--- config.mk ---
export PLATFORM = sky130hd
export DESIGN_NAME = cpa_codec_power
export DESIGN_NICKNAME = d
export VERILOG_FILES = /design/src/rtl/cpa_pkg.sv /design/src/rtl/cpa_codec_power.sv
export SDC_FILE = /design/constraint.sdc
export NUM_CORES = 1
export LEC_CHECK = 0
export ABC_AREA = 1
export BUFFER_PORTS_ARGS = -buffer_cell sky130_fd_sc_hd__clkbuf_2
export CAP_MARGIN = 30
export CORE_UTILIZATION = 55
export DETAILED_ROUTE_END_ITERATION = 7
export GPL_TIMING_DRIVEN = 0
export HOLD_SLACK_MARGIN = 0.02
export MAX_ROUTING_LAYER = met4
export PLACE_DENSITY = 0.75
export SLEW_MARGIN = 5
export SYNTH_ARGS = -nofsm -noshare
export SYNTH_HDL_FRONTEND = slang
export SYNTH_SLANG_ARGS = --single-unit
export TNS_END_PERCENT = 1
--- constraint.sdc ---
create_clock -name aclk -period 3.7 [get_ports aclk]
set_clock_uncertainty 0.1 [all_clocks]
set_input_delay 0 -clock aclk [delete_from_list [all_inputs] [get_ports aclk]]
set_output_delay 0 -clock aclk [all_outputs]
set_load 0.005 [all_outputs]
--- src/rtl/cpa_pkg.sv ---
package cpa_pkg;
    // clock rate and the address capture delay after reset release
    localparam int CLK_KHZ = 25000;
    localparam int ADDR_WAIT_US = 2000;
    localparam int ADDR_WAIT_MCLK = 3000;
    localparam int ADDR_WAIT_CYC = ADDR_WAIT_US * CLK_KHZ / 1000 + ADDR_WAIT_MCLK;
    // frame sync considered lost after this many cycles without a rising edge
    localparam logic [11:0] FS_TIMEOUT = 12'h0_FFF;
    // bit positions in the frame: first slot, 32 bits wide
    localparam logic [9:0] SLOT_FIRST = 10'h0_01;
    localparam logic [9:0] SLOT_LAST = 10'h0_20;
    localparam logic [9:0] BIT_CNT_MAX = 10'h3_FF;
    // register byte offsets
    localparam logic [7:0] OFS_CTRL = 8'h00;
    localparam logic [7:0] OFS_TX = 8'h04;
    localparam logic [7:0] OFS_STATUS = 8'h08;
    localparam logic [7:0] OFS_RATIO = 8'h0C;
    localparam logic [7:0] OFS_RX = 8'h10;
    // reset values
    localparam logic [3:0] PDN_RESET = 4'h0_F;
    localparam logic [31:0] TX_RESET = 32'h0000_0000;
    // axi responses
    localparam logic [1:0] RESP_OKAY = 2'h0;
    localparam logic [1:0] RESP_SLVERR = 2'h2;

    // control register fields
    typedef struct packed {
        logic quiescent_discharge_ramp;
        logic supply_level_select;
        logic [3:0] converter_power_down;
    } cpa_ctrl_t;

    // sequencer states
    typedef enum logic [1:0] {
        ST_RESET,
        ST_ADDR_WAIT,
        ST_POWER_DOWN,
        ST_RUNNING
    } cpa_state_t;
endpackage

--- src/rtl/cpa_codec_power.sv ---
// Summary of operation
// - reset clears logic, powers down, clamps outputs
// - stay in reset while reset pin low
// - capture address 2 ms plus 3000 clocks later
// - ignore control accesses until address captured
// - count clocks per frame for ratio
// - power up and unclamp when any converter enabled and the ratio is known
// - four states: reset, address wait, power-down, running
// - first channel msb on second bit clock rise
// - data out changes after bit clock fall
// - data in sampled on bit clock rise
`timescale 1ns/1ps
`default_nettype none
module cpa_codec_power
    import cpa_pkg::*;
#(
    parameter int ADDR_WAIT = ADDR_WAIT_CYC
) (
    // clock and reset pin
    input wire logic aclk,
    input wire logic aresetn,
    // axi4-lite write address
    input wire logic [7:0] awaddr,
    input wire logic awvalid,
    output logic awready,
    // axi4-lite write data
    input wire logic [31:0] wdata,
    input wire logic [3:0] wstrb,
    input wire logic wvalid,
    output logic wready,
    // axi4-lite write response
    output logic [1:0] bresp,
    output logic bvalid,
    input wire logic bready,
    // axi4-lite read
    input wire logic [7:0] araddr,
    input wire logic arvalid,
    output logic arready,
    output logic [31:0] rdata,
    output logic [1:0] rresp,
    output logic rvalid,
    input wire logic rready,
    // serial audio port pins
    input wire logic bit_clock,
    input wire logic frame_sync,
    input wire logic serial_data_in,
    output logic serial_data_out,
    // address select straps and captured address
    input wire logic [1:0] addr_select,
    output logic [1:0] control_addr,
    output logic control_port_ready,
    // analog controls
    output logic outputs_clamped,
    output logic reference_enable,
    output logic [3:0] converter_enable,
    output logic mute_active,
    output logic supply_level_select,
    output logic quiescent_discharge_ramp
);
    cpa_ctrl_t ctrl; // software control bits
    cpa_state_t state; // sequencer state
    logic [16:0] wait_cnt; // address capture delay
    logic [31:0] tx_word; // word sent in first slot
    logic [31:0] rx_word; // last first-slot word received
    logic [31:0] rx_shift; // incoming bits
    logic [11:0] meas_cnt; // clocks since last frame sync rise
    logic [11:0] ratio; // measured clocks per frame
    logic meas_armed; // one frame sync rise seen
    logic ratio_done; // measurement complete
    logic [9:0] bit_cnt; // bit clock rises since frame start
    logic fs_at_bclk; // frame sync at previous bit clock rise
    logic [1:0] bclk_s, fs_s, sdin_s; // two-stage synchronisers
    logic [1:0] addr_s0, addr_s1;
    logic bclk_d, fs_d; // third stage for edge finding
    logic bclk_rise, bclk_fall, fs_rise;
    logic aw_held, w_held; // write channels taken
    logic [7:0] aw_addr;
    logic [31:0] w_data;
    logic [3:0] w_strb;
    logic any_on; // at least one converter enabled
    logic ratio_valid; // ratio known and not being dropped this cycle

    // register read decode
    function automatic logic [31:0] reg_read(input logic [7:0] a);
        case (a)
            OFS_CTRL: reg_read = {26'h0, ctrl};
            OFS_TX: reg_read = tx_word;
            OFS_STATUS: reg_read = {25'h0, control_addr, mute_active, ratio_done,
                control_port_ready, state};
            OFS_RATIO: reg_read = {20'h0, ratio};
            OFS_RX: reg_read = rx_word;
            default: reg_read = 32'h0000_0000;
        endcase
    endfunction

    // mapped address check
    function automatic logic reg_hit(input logic [7:0] a);
        reg_hit = (a == OFS_CTRL) || (a == OFS_TX) || (a == OFS_STATUS) ||
            (a == OFS_RATIO) || (a == OFS_RX);
    endfunction

    // byte-lane merge for writes
    function automatic logic [31:0] merge(input logic [31:0] o, input logic [31:0] d,
                                          input logic [3:0] s);
        for (int i = 0; i < 4; i++) begin
            merge[i*8 +: 8] = s[i] ? d[i*8 +: 8] : o[i*8 +: 8];
        end
    endfunction

    // pins from outside pass two flip-flops
    always_ff @(posedge aclk) begin
        bclk_s <= {bclk_s[0], bit_clock};
        fs_s <= {fs_s[0], frame_sync};
        sdin_s <= {sdin_s[0], serial_data_in};
        addr_s0 <= addr_select;
        addr_s1 <= addr_s0;
        bclk_d <= bclk_s[1];
        fs_d <= fs_s[1];
    end

    assign bclk_rise = bclk_s[1] && !bclk_d;
    assign bclk_fall = !bclk_s[1] && bclk_d;
    assign fs_rise = fs_s[1] && !fs_d;
    assign any_on = !(&ctrl.converter_power_down);
    // leave running in the same cycle that the measurement is lost, so no unclamped gap
    assign ratio_valid = ratio_done && !(meas_cnt == FS_TIMEOUT && !fs_rise);

    // sequencer: reset, address wait, power-down, running
    always_ff @(posedge aclk) begin
        if (!aresetn) begin
            state <= ST_RESET;
            wait_cnt <= 17'h0_0000;
        end else begin
            case (state)
                ST_RESET: begin
                    state <= ST_ADDR_WAIT;
                    wait_cnt <= 17'h0_0000;
                end
                ST_ADDR_WAIT: begin
                    if (wait_cnt == 17'(ADDR_WAIT - 1)) begin
                        state <= ST_POWER_DOWN;
                    end else begin
                        wait_cnt <= wait_cnt + 17'h0_0001;
                    end
                end
                ST_POWER_DOWN: begin
                    if (any_on && ratio_valid) begin
                        state <= ST_RUNNING;
                    end
                end
                ST_RUNNING: begin
                    if (!any_on || !ratio_valid) begin
                        state <= ST_POWER_DOWN;
                    end
                end
                default: state <= ST_RESET;
            endcase
        end
    end

    // address capture at end of wait
    always_ff @(posedge aclk) begin
        if (!aresetn) begin
            control_addr <= 2'h0;
            control_port_ready <= 1'b0;
        end else if (state == ST_ADDR_WAIT && wait_cnt == 17'(ADDR_WAIT - 1)) begin
            control_addr <= addr_s1;
            control_port_ready <= 1'b1;
        end
    end

    // analog controls follow the state
    always_ff @(posedge aclk) begin
        if (!aresetn) begin
            outputs_clamped <= 1'b1;
            reference_enable <= 1'b0;
            converter_enable <= 4'h0;
        end else begin
            outputs_clamped <= (state != ST_RUNNING);
            reference_enable <= (state == ST_RUNNING);
            converter_enable <= (state == ST_RUNNING) ? ~ctrl.converter_power_down : 4'h0;
        end
    end

    // ratio measurement over one frame
    always_ff @(posedge aclk) begin
        if (!aresetn) begin
            meas_cnt <= 12'h000;
            ratio <= 12'h000;
            meas_armed <= 1'b0;
            ratio_done <= 1'b0;
        end else if (fs_rise) begin
            meas_cnt <= 12'h001;
            meas_armed <= 1'b1;
            if (meas_armed) begin
                ratio <= meas_cnt;
                ratio_done <= 1'b1;
            end
        end else if (meas_cnt == FS_TIMEOUT) begin
            meas_armed <= 1'b0;
            ratio_done <= 1'b0;
        end else begin
            meas_cnt <= meas_cnt + 12'h001;
        end
    end

    // mute on clocking change while converters on
    always_ff @(posedge aclk) begin
        if (!aresetn) begin
            mute_active <= 1'b0;
        end else if (fs_rise && meas_armed && ratio_done && any_on && meas_cnt != ratio) begin
            mute_active <= 1'b1;
        end else if (!any_on) begin
            mute_active <= 1'b0;
        end
    end

    // bit position in the frame
    always_ff @(posedge aclk) begin
        if (!aresetn) begin
            bit_cnt <= 10'h000;
            fs_at_bclk <= 1'b0;
        end else if (bclk_rise) begin
            fs_at_bclk <= fs_s[1];
            // first rise after frame sync is one
            if (fs_s[1] && !fs_at_bclk) begin
                bit_cnt <= SLOT_FIRST;
            end else if (bit_cnt != BIT_CNT_MAX) begin
                bit_cnt <= bit_cnt + 10'h001;
            end
        end
    end

    // receive first slot
    always_ff @(posedge aclk) begin
        if (!aresetn) begin
            rx_shift <= 32'h0000_0000;
            rx_word <= 32'h0000_0000;
        end else if (bclk_rise && !(fs_s[1] && !fs_at_bclk) &&
                     bit_cnt >= SLOT_FIRST && bit_cnt <= SLOT_LAST) begin
            rx_shift <= {rx_shift[30:0], sdin_s[1]};
            if (bit_cnt == SLOT_LAST) begin
                rx_word <= {rx_shift[30:0], sdin_s[1]};
            end
        end
    end

    // transmit first slot
    always_ff @(posedge aclk) begin
        if (!aresetn) begin
            serial_data_out <= 1'b0;
        end else if (bclk_fall) begin
            if (state == ST_RUNNING && !mute_active &&
                bit_cnt >= SLOT_FIRST && bit_cnt <= SLOT_LAST) begin
                serial_data_out <= tx_word[5'(SLOT_LAST - bit_cnt)];
            end else begin
                serial_data_out <= 1'b0;
            end
        end
    end

    // axi write channel holding
    assign awready = !aw_held && !bvalid;
    assign wready = !w_held && !bvalid;

    always_ff @(posedge aclk) begin
        if (!aresetn) begin
            aw_held <= 1'b0;
            w_held <= 1'b0;
            aw_addr <= 8'h00;
            w_data <= 32'h0000_0000;
            w_strb <= 4'h0;
        end else if (aw_held && w_held) begin
            aw_held <= 1'b0;
            w_held <= 1'b0;
        end else begin
            if (awvalid && awready) begin
                aw_held <= 1'b1;
                aw_addr <= awaddr;
            end
            if (wvalid && wready) begin
                w_held <= 1'b1;
                w_data <= wdata;
                w_strb <= wstrb;
            end
        end
    end

    // register writes and write response
    always_ff @(posedge aclk) begin
        if (!aresetn) begin
            ctrl <= '{quiescent_discharge_ramp: 1'b0, supply_level_select: 1'b0,
                      converter_power_down: PDN_RESET};
            tx_word <= TX_RESET;
            bvalid <= 1'b0;
            bresp <= RESP_OKAY;
        end else if (aw_held && w_held) begin
            bvalid <= 1'b1;
            if (!control_port_ready || !reg_hit(aw_addr)) begin
                bresp <= RESP_SLVERR;
            end else begin
                bresp <= RESP_OKAY;
                if (aw_addr == OFS_CTRL) begin
                    ctrl <= cpa_ctrl_t'(6'(merge({26'h0, ctrl}, w_data, w_strb)));
                end else if (aw_addr == OFS_TX) begin
                    tx_word <= merge(tx_word, w_data, w_strb);
                end
            end
        end else if (bready) begin
            bvalid <= 1'b0;
        end
    end

    assign supply_level_select = ctrl.supply_level_select;
    assign quiescent_discharge_ramp = ctrl.quiescent_discharge_ramp;

    // read channel
    assign arready = !rvalid;

    always_ff @(posedge aclk) begin
        if (!aresetn) begin
            rvalid <= 1'b0;
            rdata <= 32'h0000_0000;
            rresp <= RESP_OKAY;
        end else if (arvalid && arready) begin
            rvalid <= 1'b1;
            if (!control_port_ready || !reg_hit(araddr)) begin
                rdata <= 32'h0000_0000;
                rresp <= RESP_SLVERR;
            end else begin
                rdata <= reg_read(araddr);
                rresp <= RESP_OKAY;
            end
        end else if (rready) begin
            rvalid <= 1'b0;
        end
    end
endmodule
`default_nettype wire

== Yosys cells after proc, flatten, opt, wreduce, memory -nomap -nowiden ==
Index checks and enable logic that the tools add are counted.

* $add $sub $neg: 4
* $lt $le $gt $ge: 3
* Equal/unequal tests: 23
* Multiplexer cells: 27
* Bitwise logic cells: 5
* Reduce and logical (&&, ||, !) cells: 78

{| class="wikitable"
|+ Operator list
! operator !! number
|-
| $pmux W32 S5 || 1
|-
| $pmux W17 S2 || 1
|-
| $eq A8 B4 Y1 const B || 4
|-
| $mux W32 || 1
|-
| $logic_and A1 B1 Y1 || 24
|-
| $mux W10 || 2
|-
| $reduce_and A5 Y1 || 4
|-
| $add A17 B1 Y17 const B || 1
|-
| $eq A17 B16 Y1 const B || 1
|-
| $logic_not A1 Y1 || 17
|-
| $mux W17 || 1
|-
| $eq A8 B3 Y1 const B || 2
|-
| $eq A8 B5 Y1 const B || 2
|-
| $logic_not A8 Y1 || 2
|-
| $reduce_and A2 Y1 || 8
|-
| $mux W1 || 14
|-
| $ne A2 B2 Y1 const B || 7
|-
| $add A12 B1 Y12 const B || 1
|-
| $eq A12 B12 Y1 const B || 1
|-
| $ne A12 B12 Y1 || 1
|-
| $reduce_bool A2 Y1 || 6
|-
| $logic_or A1 B1 Y1 || 11
|-
| $add A10 B1 Y10 const B || 1
|-
| $eq A10 B6 Y1 const B || 1
|-
| other kinds (16) || 26
|}

* Bits in registers: 264
* Input bits: 64
* Output and inout bits: 54
* Word-level logic and storage cells: 182

== Logic depth before layout (Yosys ltp) ==
* Word-level depth: 10
* Gate-level depth with buffers: 13
* Gate-level depth less buffers: 12

== Worst setup path after synthesis ==
OpenSTA, ideal clock, no wires.

* Path type: flip-flop to flip-flop
* Start: register bit_cnt[0]
* End: register rx_word[25]
* Setup time: 113 ps
* Data arrival time: 2142 ps
* Slack: 1345 ps
* Stages on the path, launching flop included: 12
* Buffers on the path: 2
* Clock period less this slack: 2355 ps
* Path through: dfxtp_1 > clkinv_1 > clkbuf_1 > ha_1 > nand4_2 > nand2_1 > nand4_4 > nor3_4 > buf_6 > nand2_1 > nand2_1 > nor2_1

* Word-level cells in the longest chain between the ends: 4

{| class="wikitable"
|+ Ends and longest elaborated chain
! what !! line !! RTL
|-
| start: declaration || cpa_codec_power.sv:70 || <nowiki>logic [9:0] bit_cnt;</nowiki>
|-
| start signal: assignment || cpa_codec_power.sv:229 || <nowiki>bit_cnt <= bit_cnt + 10'h001;</nowiki>
|-
| $ge A10 B1 Y1 || cpa_codec_power.sv:240 || <nowiki>bit_cnt >= SLOT_FIRST && bit_cnt <= SLOT_LAST) begin</nowiki>
|-
| $logic_and A1 B1 Y1 || cpa_codec_power.sv:239 || <nowiki>end else if (bclk_rise && !(fs_s[1] && !fs_at_bclk) &&</nowiki>
|-
| $logic_and A1 B1 Y1 || cpa_codec_power.sv:240 ||
|-
| $reduce_and A2 Y1 (no source line) * || n/a ||
|-
| end signal: assignment || cpa_codec_power.sv:243 || <nowiki>rx_word <= {rx_shift[30:0], sdin_s[1]};</nowiki>
|-
| end: declaration || cpa_codec_power.sv:64 || <nowiki>logic [31:0] rx_word;</nowiki>
|}

Every way passes the cells marked *; elsewhere a longest branch is shown, timed or not.
A chain may end at the register's enable or synchronous reset.

== Worst setup path after layout ==
* Start: register bit_cnt[0]
* End: register serial_data_out

* Word-level cells in the longest chain between the ends: 4

{| class="wikitable"
|+ Ends and longest elaborated chain
! what !! line !! RTL
|-
| $sub A1 B5 Y5 / $ge A10 B1 Y1 (equally long branches) || cpa_codec_power.sv:255, cpa_codec_power.sv:254 ||
|-
| $bmux W1 S5 / $logic_and A1 B1 Y1 (equally long branches) || cpa_codec_power.sv:255, cpa_codec_power.sv:253 ||
|-
| $mux W1 (implied by the code) / $logic_and A1 B1 Y1 (equally long branches) || cpa_codec_power.sv:255, cpa_codec_power.sv:254 ||
|-
| $mux W1 * || cpa_codec_power.sv:253 || <nowiki>if (state == ST_RUNNING && !mute_active &&</nowiki>
|-
| end signal: assignment || cpa_codec_power.sv:255 || <nowiki>serial_data_out <= tx_word[5'(SLOT_LAST - bit_cnt)];</nowiki>
|-
| end: declaration || cpa_codec_power.sv:47 || <nowiki>output logic serial_data_out,</nowiki>
|}

Every way passes the cells marked *; elsewhere a longest branch is shown, timed or not. The select of a mux whose other input is x is not followed.

==> summary.txt <==
Status
  – Status: finished, final reports clean

Floorplanning
  – Die area: 20900 um2
  – Starting Density: 0.568
  – Number of core rows: 51
  – Die H: 144 um
  – Core area: 19700 um2
  – Num ports: 118
  – Die X: 144 um

Clock tree
  – Clk sinks: 262
  – Post-CTS sizing: 0
  – Cts bufs inserted: 27
  – CTS tree: yes
  – H-tree levels: 1
  – Clock buffer depth: 3
  – Clock transition at path regs: 60 ps
  – CTS root buf: clkbuf_16
  – Setup Fix Bufs, Post-CTS: 0
  – Worst-Skew Late Latency: 530 ps

STA
  – Slew Limit Fails: 0
  – Final setup fails: 0
  – Final worst-path cycle share: 0.799
  – Final worst slack: 745 ps
  – Slew HR: 0.380
  – Max Fclk: 338 MHz
  – Setup TNS Final: 0 ps
  – Worst Max-Slew Pin Slew: 922 ps
  – Min Tclk post-route: 2960 ps
  – Final Hold Fails: 0
  – RSZ-0062 raised after global routing: false
  – Hold slack: 42.2 ps

Detailed routing
  – WL final: 31500 um
  – Via count: 11148
  – Pre-antenna DRT Iters: 8
  – DRC: 0
  – Drt wl/cell: 15.0 um
  – Vias per cell: 5.32
  – Initial drt markers: 734
  – Antenna Nets Post-Route: 0

Job
  – Maxcap violations: 0

Synth
  – Ys Warns: 0
  – Commonest cells post-synth: nand2_1, dfxtp_1, nor2_1
  – Synth top area share: 0.470
  – Post-synth EDFFs: 0
  – Ys async rst share: 0
  – Gate Count Post-Synth: 1588
  – FF+latch count, synth: 262
  – Main combinational cell family by area after synthesis: simple AND/OR/NAND/NOR gates
  – Cell Area, Synth: 11200 um2
  – Xor/xnor cell area share of the yosys netlist: 0.0118
  – Count leader, synth: nand2_1
  – Seq/Total Area, Yosys: 0.470
  – Synth Area in Simple Gates: 0.312
  – Unique masters post-synth: 40
  – Syn avg cell area: 7.03 um2
  – Area contributors post-synth: dfxtp_1, nand2_1, nor2_1
  – Share of the synthesized area in compound gates (AO/OA/AOI/OAI): 0.125
  – Post-Synth Adder-Cell Area: 0.00672
  – Fraction of synthesized area in multiplexers: 0
  – Top FF cell, synth: dfxtp_1
  – Largest area contributor in the netlist: dfxtp_1

Finish
  – Layout area overhead: 22.8%
  – Antenna cells: 0
  – Multi-input logic area: 5090 um2
  – Final-stage net count: 1882
  – Share of cells above drive strength 1: 0.107
  – Fin util: 0.698
  – Non-filler cells, final: 2094
  – Reg area: 5250 um2
  – Number of fillers in the final layout: 1698

Setup path
  – Crit. End Element: flip-flop
  – Reg2reg start: bit_cnt[0]$_SDFFE_PN0P_
  – Setup Crit Path Kind: reg -> reg
  – Critical Path AT: 3310 ps
  – Crit path from: bit_cnt[0]$_SDFFE_PN0P_
  – CP Launch Type: flip-flop
  – Critical path required time: 4060 ps
  – CP Max Fanout: 11

GRT
  – Vias in the first global route: 10280
  – Largest net degree at the start of global routing: 14
  – Gr ovfl total: 0
  – Initial antenna violation count: 0
  – GRT Total Usage: 0.316
  – First-pass GRT wire length: 50300 um

Pwr
  – PwrDens: 444 nW/um2
  – LEAKAGE: 5.74 nW
  – VDD IR max: 0.350 mV

Min path
  – Hold Path Class: in -> reg
  – Min-delay src: araddr[2]

Placed design
  – Pre-CTS WS: 838 ps
  – Placer Congestion: 0.957
  – I/O Buffers: 115
  – Placed cells: 1969
  – HPWL Detailed: 22100 um
-- state kept, by name (all words and copies together), names as in the netlist, 4 cells and up --
register / cells
wait_cnt: 17
rx_word: 32
converter_enable: 4
ratio: 12
w_data: 32
rdata: 32
bit_cnt: 10
tx_word: 32
rx_shift: 31
meas_cnt: 12
ctrl: 4
aw_addr: 8
w_strb: 4
-- per-layer routing --
metal	global-route usage	vias up	share of wire
li1	-	5573	-
met1	0.379	5077	0.43
met2	0.544	395	0.48
met3	0.0344	103	0.057
met4	0.117	0	0.036
met5	-	-	0
-- per-stage QoR --
stage                     area, um2  total power, W
after CTS                     13700         0.00608
after global routing          13700         0.00630
after global placement        12100         0.00342
after detailed placement      12100         0.00343
final                         13700         0.00609
after floorplan               11200         0.00328
-- cell families after synthesis --
logic type	count (synthesis)
AND/OR/NAND/NOR	828
flip-flops	262
buffers and inverters	205
other	1
adder cells (fa/ha/maj)	6
AO/OA/AOI/OAI	271
XOR/XNOR	15
-- what timing repair did --
action / 4_1_cts / 5_1_grt
endpoints found under the setup margin: 0 / 0
endpoints found under the hold margin: 70 / 0
hold buffers: 79 / 0
-- critical path, cell delays in order, from the launching register on --
cell and delay (ps):
dfxtp_1 460, clkinv_1 310, clkbuf_1 340, ha_1 360, clkbuf_1 370, inv_1 280, nand3_1 150, nand3_1 70
nand3_1 100, nand2_1 80, nand2_1 60, nand3_1 80, a21oi_1 120
-- final timing paths --
kind                                   to  slack (ps)  cells after the start
max          serial_data_out$_SDFFE_PN0P_         740                     12
min reg2reg               fs_s[1]$_DFF_P_         230                      0
min                 rdata[0]$_SDFFE_PN0P_          40                      6
max reg2reg  serial_data_out$_SDFFE_PN0P_         740                     12
-- final cells by class --
class                           instances  area share
Sequential cell                       262       0.383
Multi-Input combinational cell       1122       0.371
Timing Repair Buffer                  194      0.0996
Clock buffer                           39      0.0569
Inverter                              131      0.0359
Buffer                                 74      0.0248
Tap cell                              265      0.0242
Clock inverter                          7     0.00484
-- report_power, final --
part | switching [W] | internal [W] | leakage [nW]
clock network | 0.00110 | 0.00152 | 0.417
registers | 0.0000548 | 0.00291 | 2.13
logic | 0.000307 | 0.000196 | 3.20
total | 0.00146 | 0.00463 | 5.74
-- placed cells by master, fill, tap and decap left out, types with 7 or more instances in the layout --
| cell type | count |
|---|---|
| o21ai_0 | 131 |
| nand4_1 | 17 |
| nor2_1 | 251 |
| dfxtp_1 | 262 |
| inv_2 | 7 |
| clkbuf_1 | 60 |
| nor3_1 | 47 |
| clkbuf_16 | 27 |
| inv_1 | 122 |
| a21oi_1 | 121 |
| dlygate4sd3_1 | 79 |
| clkbuf_2 | 115 |
| xor2_1 | 9 |
| nand3_1 | 113 |
| nand2_1 | 376 |
Power figures use the tool's default switching activity.
